File: src/rtl/rmf_pkg.sv
// Constants for reset, mode entry and fetch strobe control
package rmf_pkg;
    // Machine cycle and its strobe phases
    localparam int        CLKS_PER_MC    = 12;
    localparam int        RST_MIN_MC     = 2;
    localparam int        HOST_MIN_MC    = 10;
    localparam int        RST_MIN_CLKS   = RST_MIN_MC * CLKS_PER_MC;
    localparam int        HOST_MIN_CLKS  = HOST_MIN_MC * CLKS_PER_MC;
    localparam logic [3:0] PH_LAST       = 4'hB;
    localparam logic [3:0] PH_ALE_A      = 4'h0;
    localparam logic [3:0] PH_ALE_B      = 4'h6;
    localparam logic [3:0] PH_PROGRAM_STORE_READ_STROBE_N_A     = 4'h3;
    localparam logic [3:0] PH_PROGRAM_STORE_READ_STROBE_N_B     = 4'h9;
    localparam logic [7:0] CNT_MAX       = 8'hFF;
    // Third port bit positions
    localparam int        BIT_RXD        = 0;
    localparam int        BIT_TXD        = 1;
    localparam int        BIT_EXT_INTERRUPT_ZERO_N       = 2;
    localparam int        BIT_EXT_INTERRUPT_ONE_N       = 3;
    localparam int        BIT_T0         = 4;
    localparam int        BIT_T1         = 5;
    localparam int        BIT_WR         = 6;
    localparam int        BIT_RD         = 7;
    // Reset values
    localparam logic [7:0] PORT_RST      = 8'hFF;
endpackage

File: src/rtl/rmf_ctrl.sv
// Reset qualification, host mode entry, fetch strobes and third port pins
// Contract
// - Port bits written one pulled high, readable
// - Third port carries serial, interrupt, timer, strobes
// - Internal execution keeps program strobe high
// - External fetch: two strobes, one skipped on data
// - Reset high two machine cycles resets device
// - Strobe falling during long reset enters host mode
// - Otherwise reset release enters normal operation
// - Lock level four forces internal execution
// - Host mode takes controls from third port
// - Address latch at one sixth, skip on data
`timescale 1ns/100ps
module rmf_ctrl (
    input  wire logic       CLK_IN,
    input  wire logic       RST_IN,
    input  wire logic       RESET_PIN_IN,
    input  wire logic       PROGRAM_STORE_READ_STROBE_N_PIN_IN,
    input  wire logic       EXT_ACCESS_SEL_N_IN,
    input  wire logic       LOCK_LEVEL4_IN,
    input  wire logic       DATA_CYCLE_IN,
    input  wire logic [7:0] PORT_LATCH_IN,
    input  wire logic       TXD_IN,
    input  wire logic       DATA_WR_N_IN,
    input  wire logic       DATA_RD_N_IN,
    input  wire logic [7:0] THIRD_GENERAL_PORT_IN,
    output logic [7:0]      THIRD_GENERAL_PORT_OUT,
    output logic [7:0]      THIRD_GENERAL_PORT_OE_OUT,
    output logic [7:0]      THIRD_GENERAL_PORT_PULLUP_OUT,
    output logic [7:0]      PORT_READ_OUT,
    output logic            RXD_OUT,
    output logic            EXT_INTERRUPT_ZERO_N_OUT,
    output logic            EXT_INTERRUPT_ONE_N_OUT,
    output logic            TIMER_ZERO_COUNT_OUT,
    output logic            TIMER_ONE_COUNT_OUT,
    output logic            PROGRAM_STORE_READ_STROBE_N_OUT,
    output logic            PROGRAM_STORE_READ_STROBE_OE_OUT,
    output logic            ALE_OUT,
    output logic            DEVICE_RESET_OUT,
    output logic            HOST_MODE_OUT,
    output logic            EXT_FETCH_OUT,
    output logic [7:0]      HOST_CTRL_OUT
);
    import rmf_pkg::*;

    typedef struct packed {
        logic [2:0] rst_s;
        logic [2:0] program_store_read_strobe_n_s;
        logic [2:0] ea_s;
        logic [7:0] prt_s0;
        logic [7:0] prt_s1;
        logic [7:0] prt_s2;
        logic       rst_f;
        logic       program_store_read_strobe_n_f;
        logic       ea_f;
        logic [7:0] prt_f;
        logic [7:0] cnt;
        logic       dev_rst;
        logic       host_arm;
        logic       host;
        logic [3:0] phase;
        logic       data_cyc;
        logic       ext;
        logic       ale;
        logic       program_store_read_strobe_n_o;
        logic       program_store_read_strobe_n_oe;
        logic [7:0] prt_o;
        logic [7:0] prt_oe;
        logic [7:0] hctl;
    } rmf_state_t;

    rmf_state_t st_q;
    rmf_state_t st_d;
    logic       program_store_read_strobe_n_fall;
    logic       ext_now;
    logic [7:0] drive;

    // Falling strobe seen once both late stages agree
    assign program_store_read_strobe_n_fall = st_q.program_store_read_strobe_n_f && (st_q.program_store_read_strobe_n_s[1] == st_q.program_store_read_strobe_n_s[2]) && !st_q.program_store_read_strobe_n_s[2];
    // Lock level four overrides the access select pin
    assign ext_now   = !st_q.ea_f && !LOCK_LEVEL4_IN;

    // Port drive: latch ANDed with alternate outputs; inputs keep latch at one
    always_comb begin
        drive         = PORT_LATCH_IN;
        drive[BIT_TXD] = PORT_LATCH_IN[BIT_TXD] & TXD_IN;
        drive[BIT_WR]  = PORT_LATCH_IN[BIT_WR] & DATA_WR_N_IN;
        drive[BIT_RD]  = PORT_LATCH_IN[BIT_RD] & DATA_RD_N_IN;
    end

    // Next state of the whole block
    always_comb begin
        st_d = st_q;
        // Three stage synchronisers; only stage one feeds stage two
        st_d.rst_s  = {st_q.rst_s[1:0], RESET_PIN_IN};
        st_d.program_store_read_strobe_n_s = {st_q.program_store_read_strobe_n_s[1:0], PROGRAM_STORE_READ_STROBE_N_PIN_IN};
        st_d.ea_s   = {st_q.ea_s[1:0], EXT_ACCESS_SEL_N_IN};
        st_d.prt_s0 = THIRD_GENERAL_PORT_IN;
        st_d.prt_s1 = st_q.prt_s0;
        st_d.prt_s2 = st_q.prt_s1;
        if (st_q.rst_s[1] == st_q.rst_s[2]) begin
            st_d.rst_f = st_q.rst_s[2];
        end
        if (st_q.program_store_read_strobe_n_s[1] == st_q.program_store_read_strobe_n_s[2]) begin
            st_d.program_store_read_strobe_n_f = st_q.program_store_read_strobe_n_s[2];
        end
        if (st_q.ea_s[1] == st_q.ea_s[2]) begin
            st_d.ea_f = st_q.ea_s[2];
        end
        for (int i = 0; i < 8; i++) begin
            if (st_q.prt_s1[i] == st_q.prt_s2[i]) begin
                st_d.prt_f[i] = st_q.prt_s2[i];
            end
        end
        // Reset duration count saturates so long holds never wrap
        if (st_q.rst_f) begin
            if (st_q.cnt != CNT_MAX) begin
                st_d.cnt = st_q.cnt + 8'h01;
            end
            st_d.dev_rst = (st_q.cnt >= 8'(RST_MIN_CLKS - 1));
            if (program_store_read_strobe_n_fall && st_q.cnt >= 8'(HOST_MIN_CLKS)) begin
                st_d.host_arm = 1'b1;
            end
        end else begin
            st_d.cnt      = 8'h00;
            st_d.dev_rst  = 1'b0;
            st_d.host_arm = 1'b0;
        end
        // Mode chosen once, at reset release
        if (st_q.rst_f && !st_d.rst_f) begin
            st_d.host = st_q.host_arm;
        end
        // Machine cycle phase; data cycle flag taken for the coming cycle
        if (st_q.dev_rst) begin
            st_d.phase    = 4'h0;
            st_d.data_cyc = 1'b0;
        end else if (st_q.phase == PH_LAST) begin
            st_d.phase    = 4'h0;
            st_d.data_cyc = DATA_CYCLE_IN;
        end else begin
            st_d.phase = st_q.phase + 4'h1;
        end
        st_d.ext = ext_now && !st_q.host;
        // Address latch pulses twice per cycle, second dropped on data access
        st_d.ale = !st_q.dev_rst && !st_q.host &&
                   ((st_q.phase == PH_ALE_A) || (st_q.phase == PH_ALE_B && !st_q.data_cyc));
        // Program strobe low only for external fetch
        st_d.program_store_read_strobe_n_o = !(ext_now && !st_q.dev_rst && !st_q.host &&
                        ((st_q.phase == PH_PROGRAM_STORE_READ_STROBE_N_A) ||
                         (st_q.phase == PH_PROGRAM_STORE_READ_STROBE_N_B && !st_q.data_cyc)));
        // Strobe pin released during reset so the host can pull it down
        st_d.program_store_read_strobe_n_oe = !st_q.rst_f && !st_q.host;
        // Port drives low only; pull-up holds ones; host mode frees the pins
        if (st_q.host) begin
            st_d.prt_o  = PORT_RST;
            st_d.prt_oe = 8'h00;
            st_d.hctl   = st_q.prt_f;
        end else begin
            st_d.prt_o  = drive;
            st_d.prt_oe = ~drive;
            st_d.hctl   = 8'h00;
        end
    end

    // Single state register
    always_ff @(posedge CLK_IN) begin
        if (RST_IN) begin
            st_q        <= '0;
            st_q.rst_s  <= 3'h0;
            st_q.program_store_read_strobe_n_s <= 3'h7;
            st_q.ea_s   <= 3'h7;
            st_q.prt_s0 <= PORT_RST;
            st_q.prt_s1 <= PORT_RST;
            st_q.prt_s2 <= PORT_RST;
            st_q.program_store_read_strobe_n_f <= 1'b1;
            st_q.ea_f   <= 1'b1;
            st_q.prt_f  <= PORT_RST;
            st_q.program_store_read_strobe_n_o <= 1'b1;
            st_q.prt_o  <= PORT_RST;
        end else begin
            st_q <= st_d;
        end
    end

    // Ports straight from the state register
    assign THIRD_GENERAL_PORT_OUT           = st_q.prt_o;
    assign THIRD_GENERAL_PORT_OE_OUT        = st_q.prt_oe;
    assign THIRD_GENERAL_PORT_PULLUP_OUT    = st_q.prt_o;
    assign PORT_READ_OUT                    = st_q.prt_f;
    assign RXD_OUT                          = st_q.prt_f[BIT_RXD];
    assign EXT_INTERRUPT_ZERO_N_OUT         = st_q.prt_f[BIT_EXT_INTERRUPT_ZERO_N];
    assign EXT_INTERRUPT_ONE_N_OUT          = st_q.prt_f[BIT_EXT_INTERRUPT_ONE_N];
    assign TIMER_ZERO_COUNT_OUT             = st_q.prt_f[BIT_T0];
    assign TIMER_ONE_COUNT_OUT              = st_q.prt_f[BIT_T1];
    assign PROGRAM_STORE_READ_STROBE_N_OUT  = st_q.program_store_read_strobe_n_o;
    assign PROGRAM_STORE_READ_STROBE_OE_OUT = st_q.program_store_read_strobe_n_oe;
    assign ALE_OUT                          = st_q.ale;
    assign DEVICE_RESET_OUT                 = st_q.dev_rst;
    assign HOST_MODE_OUT                    = st_q.host;
    assign EXT_FETCH_OUT                    = st_q.ext;
    assign HOST_CTRL_OUT                    = st_q.hctl;
endmodule

File: config.mk
export PLATFORM = sky130hd
export DESIGN_NAME = rmf_ctrl
export DESIGN_NICKNAME = d
export VERILOG_FILES = /design/src/rtl/rmf_pkg.sv /design/src/rtl/rmf_ctrl.sv
export SDC_FILE = /design/constraint.sdc
export NUM_CORES = 1
export LEC_CHECK = 0
export BUFFER_PORTS_ARGS = -buffer_cell sky130_fd_sc_hd__buf_4
export CAP_MARGIN = 15
export CORE_ASPECT_RATIO = 1.2
export CORE_MARGIN = 5
export CORE_UTILIZATION = 40
export CTS_BUF_LIST = sky130_fd_sc_hd__clkbuf_16
export DETAILED_ROUTE_END_ITERATION = 10
export PLACE_DENSITY = 0.75
export SETUP_SLACK_MARGIN = 0.02
export SLEW_MARGIN = 40
export SYNTH_ARGS = -nofsm -noshare
export SYNTH_HDL_FRONTEND = slang
export SYNTH_SLANG_ARGS = --single-unit
File: constraint.sdc
create_clock -name CLK_IN -period 1.45 [get_ports CLK_IN]
set_input_delay 0.145 -clock CLK_IN [delete_from_list [all_inputs] [get_ports CLK_IN]]
set_output_delay 0.145 -clock CLK_IN [all_outputs]
set_load 0.01 [all_outputs]
Yosys cells after proc, flatten, opt, wreduce, memory -nomap -nowiden. Cells that the tools add are included.

Add/subtract/negate cells: 2. Multipliers: 0. Div/mod/pow operators: 0. Magnitude comparators: 2. Equal/unequal tests: 16. Shift-type cells: 0. Muxes and demuxes: 1. Bitwise logic cells: 6. Reduce and logical (&&, ||, !) cells: 31.

Operator list (number): 1-bit logical AND (14); 1-bit == test (11); 1-bit logical NOT (9); 8-bit by 1-bit adder with 8-bit output, second input constant (1); 4-bit == test, second input constant (2); 8-bit by 5-bit >= comparator with 1-bit output, second input constant (1); 8-bit by 7-bit >= comparator with 1-bit output, second input constant (1); 8-bit != test, second input constant (1); 8-bit inverter (1); 2-bit OR reduction (4); 4-bit by 1-bit adder with 4-bit output, second input constant (1); 4-bit by 2-bit == test with 1-bit output, second input constant (1); 4-bit by 3-bit == test with 1-bit output, second input constant (1); 4-bit logical NOT (1); 1-bit AND (3); 3-bit OR reduction (1); 1-bit logical OR (2); 1-bit inverter (2); 1-bit 2-to-1 mux (1).

Register bits after elaboration: 88. Latch bits: 0. Memory bits (writable): 0. Bits in read-only memories: 0. Output and inout bits: 51. Word-level logic and storage cells: 88. Memories: 0.

Logic depth before layout (Yosys ltp).
Word-level depth: 6. Depth in mapped cells: 5. Depth with buffers taken out: 5.

Least setup slack after synthesis. Ideal clock, no wire load.

Path kind: reg-to-reg. Start: register st_q[36] (netlist name). End: register st_q[41] (netlist name). Setup time: 0.072 ns. Arrival time: 1.050 ns. Required time: 1.378 ns. Path slack: 0.328 ns. Stages on the path, launching flop included: 5. Buffers on the path: 0. Clock period less this slack: 1.122 ns. Path through: dfxtp_1 -> ha_1 -> nand2_1 -> o2111ai_2 -> mux2i_1.

Longest elaborated chain between the ends: 1. Elaborated cells between the ends (all ways): 2. Classes of those cells: add/sub: 1; eq/ne: 1.

RTL lines: from (decl) (line rmf_ctrl.sv:72) `rmf_state_t st_q;`; from (signal assigned) (line rmf_ctrl.sv:181) `st_q <= st_d;`; 8-bit by 1-bit adder with 8-bit output or 8-bit != test (tied branches) (line rmf_ctrl.sv:118, rmf_ctrl.sv:117).

Several ways; a longest one is shown, not always the timed one. A chain may end at the register's enable or synchronous reset.

Worst setup path in the final report. Ends and elaborated chain as after synthesis.

==> flow_summary.toml <==
[grt]
grt_start_max_net_pins = 30
grt_overflow = 0
grtUsageTotal_pct = 11.43
grt_pass1_vias = 2080
grt_antenna_before_repair = 0
grt_pass1_wl_um = 8907

[floorplanning]
rows = 35
core_area_um2 = 7620
die_y_um = 106.5
fp.dieW_um = 90.45
ios = 77
start_util_pct = 40.77
fp.dieArea_um2 = 9637

[power_and_ir_drop]
p_sw_w = 0.001052
switching_share_pct = 20.80
p_clk_share_pct = 44.5
cellPowerDensity_nw_per_um2 = 1288
p_comb_share_pct = 5.5
intPower_w = 0.004004
power.leakage_nw = 1.705
ir_worst_vdd_v = 0.001082
power_frac_seq_pct = 50.0

[setup_path]
startpoint_type = "flop"
worst_ep_required_time_ps = 1710
critPathMaxFanout = 5
crit_family = "flip-flops"
path_buf_inv = 0
slowest_delay_ps = 390
worstSetupEndpointType = "flop"
worstPathArrival_ps = 1500
cp_cell_sequence = "ha_1 > nand2_1 > o2111ai_2 > mux2i_1"
path_class = "reg -> reg"
slowest_stage = "dfxtp_1"

[detailed_routing]
routed_wl_um = 5162
vias_per_cell = 4.483
antenna_left = 0
dr_total_vias = 2053
wl_per_cell_um = 11.27
drc_errors = 0
drt_iter0_drc = 50
drt_first_pass_iters = 4

[final_layout]
area_growth_pct = 26.38
stdcell_count = 458
fin_nets = 393
diodes = 0
drive_above_1_share_pct = 34.43

[timing]
tns_ps = 0
fin_crit_ps = 1234
rsz0062_at_grt = "no"
drv_slew = 0
period_share_pct = 85.10
relSlewSlack_pct = 68.46
hold_viol = 0
clock.fmax_ghz = 0.8104
tightest_slew_ps = 472.2
setup_viol = 0
finClkSkew_ps = 3.942

[synth]
ys_types = 36
yosysTopAreaCell = "dfxtp_1"
netlist_area_um2 = 3107
syn_area_per_cell_um2 = 10.22
yosysWarnings = 0
synthCells = 304
synth_top_cells_by_area = "dfxtp_1 (57%), buf_4 (9.7%), or2_2 (6.0%), a21oi_1 (3.2%), nor2_1 (2.9%)"
yosysSeqAreaShare_pct = 56.71
synth_top_area_share_pct = 56.71
syn_nets = 336
ys_ff_latch = 88

[place]
gp_congestion = 0.8169
dp_cells = 426
hpwl_um = 3662
port_buffers = 76

[clocking]
cts_tree = "built"
clock_latency_ps = 330
clock_sinks = 88
cts_setup_buffers = 0
cts.repair.resized = 0
cts_root_buffer = "clkbuf_16"
cts-buffers-inserted = 9
max-clock-path-buffers = 2
clk_pin_slew_ps = 60
htree_num_levels = 3
postCtsHoldBufs = 16

[outcome]
outcome = "finished clean"

[hold_path]
hp-class = "in -> reg"

[flow_run]
drv_cap = 0
power by group through the flow:
| stage | combinational [W] | clock (W) | sequential (W) |
|---|---|---|---|
| floorplan | 0.000165 | 0 | 0.00258 |
| global placement | 0.000245 | 0 | 0.00258 |
| detailed placement | 0.000249 | 0 | 0.00258 |
| CTS | 0.000285 | 0.00231 | 0.00253 |
| global route | 0.000313 | 0.00241 | 0.00254 |
| finish | 0.000279 | 0.00225 | 0.00253 |
cell usage after synthesis, drive strengths merged:
library cell and instances:
o21bai 11, nor3b 1, o211a 1, xor2 1, a41oi 1, a211oi 1, or3 1, o2111ai 1
dfxtp 88, a21oi 20, nand2 4, and4 1, xnor2 1, and2 9, or2 31, clkbuf 4
nand2b 2, mux2i 4, nor2 24, nor2b 6, nand4 2, o21ai 7, a21o 1, nand3 6
a31oi 1, inv 13, ha 6, nor3 7, nor4b 1, and3 3, nand3b 2, buf 43
cells by family after synthesis:
| kind of cell | Yosys count | synth area share (%) |
|---|---|---|
| buffers and inverters | 60 | 12.20 |
| DFF | 88 | 56.71 |
| and+or+nand+nor | 100 | 18.04 |
| xor gates and xnor gates | 2 | 0.5639 |
| AOI/OAI and AO/OA | 44 | 8.780 |
| adders and majority gates | 6 | 2.416 |
| muxes | 4 | 1.289 |
cell usage in the layout, fill, tap and decap left out, types with 2 or more instances in the layout:
master,count
dfxtp_1,88
buf_4,77
or2_2,30
nor2_1,24
a21oi_1,20
dlygate4sd3_1,16
inv_1,14
o21bai_1,11
and2_1,9
clkbuf_16,9
o21ai_0,7
nor2b_1,6
nor3_1,6
nand3_1,6
ha_1,6
nand2_1,4
mux2i_1,4
and3_1,3
nand2b_1,2
nand3b_1,2
inv_6,2
clkinvlp_4,2
through the flow:
stage / hold slack, ps / cell area [um2] / setup slack [ps] / utilization, % / total power (W)
detailed placement: 318.8 / 3470 / 229.5 / 45.53 / 0.002832
finish: 14.59 / 3926 / 216.1 / 51.53 / 0.005055
global route: 16.49 / 3926 / 98.53 / 51.53 / 0.005255
global placement: 317.3 / 3470 / 237.8 / 45.53 / 0.002824
floorplan: 222.3 / 3107 / 328.3 / - / 0.002742
CTS: 4.498 / 3926 / 210.5 / 51.53 / 0.005128
final cells by class:
type	count	area, um2
Multi-Input combinational cell	156	965.9
Inverter	13	48.80
Fill cell	678	3694
Clock buffer	9	225.2
Sequential cell	88	1762
Tap cell	92	115.1
Timing Repair Buffer	93	738.2
Clock inverter	7	71.32
final timing paths:
kind / startpoint / end / slack [ps] / depth (start not counted)
setup / recovery: st_q[36]$_SDFFE_PP0P_ / st_q[41]$_SDFFE_PP0P_ / 220 / 4
hold / removal: PORT_LATCH_IN[7] / THIRD_GENERAL_PORT_OE_OUT[7]$_SDFF_PP0_ / 10 / 2
setup reg to reg: st_q[36]$_SDFFE_PP0P_ / st_q[41]$_SDFFE_PP0P_ / 220 / 4
hold reg to reg: st_d[83]$_SDFF_PP1_ / st_d[84]$_SDFF_PP1_ / 410 / 1
flip-flops by register name, summed over array words and instances, names as in the netlist, 8 cells and up:
| register | flops |
|---|---|
| PORT_READ_OUT | 8 |
| st_d | 22 |
| HOST_CTRL_OUT | 8 |
| st_q | 28 |
| THIRD_GENERAL_PORT_OUT | 8 |
| THIRD_GENERAL_PORT_OE_OUT | 8 |
per-layer routing:
layer | vias to the layer above | track usage [%] | part of all wire (%)
li1 | 1066 | - | -
met4 | 0 | 6.702 | 2.3
met5 | - | 0 | 0
met2 | 66 | 20.14 | 49
met1 | 911 | 11.13 | 41
met3 | 10 | 4.742 | 7.2
No activity file was read; power rests on OpenSTA's default activity.
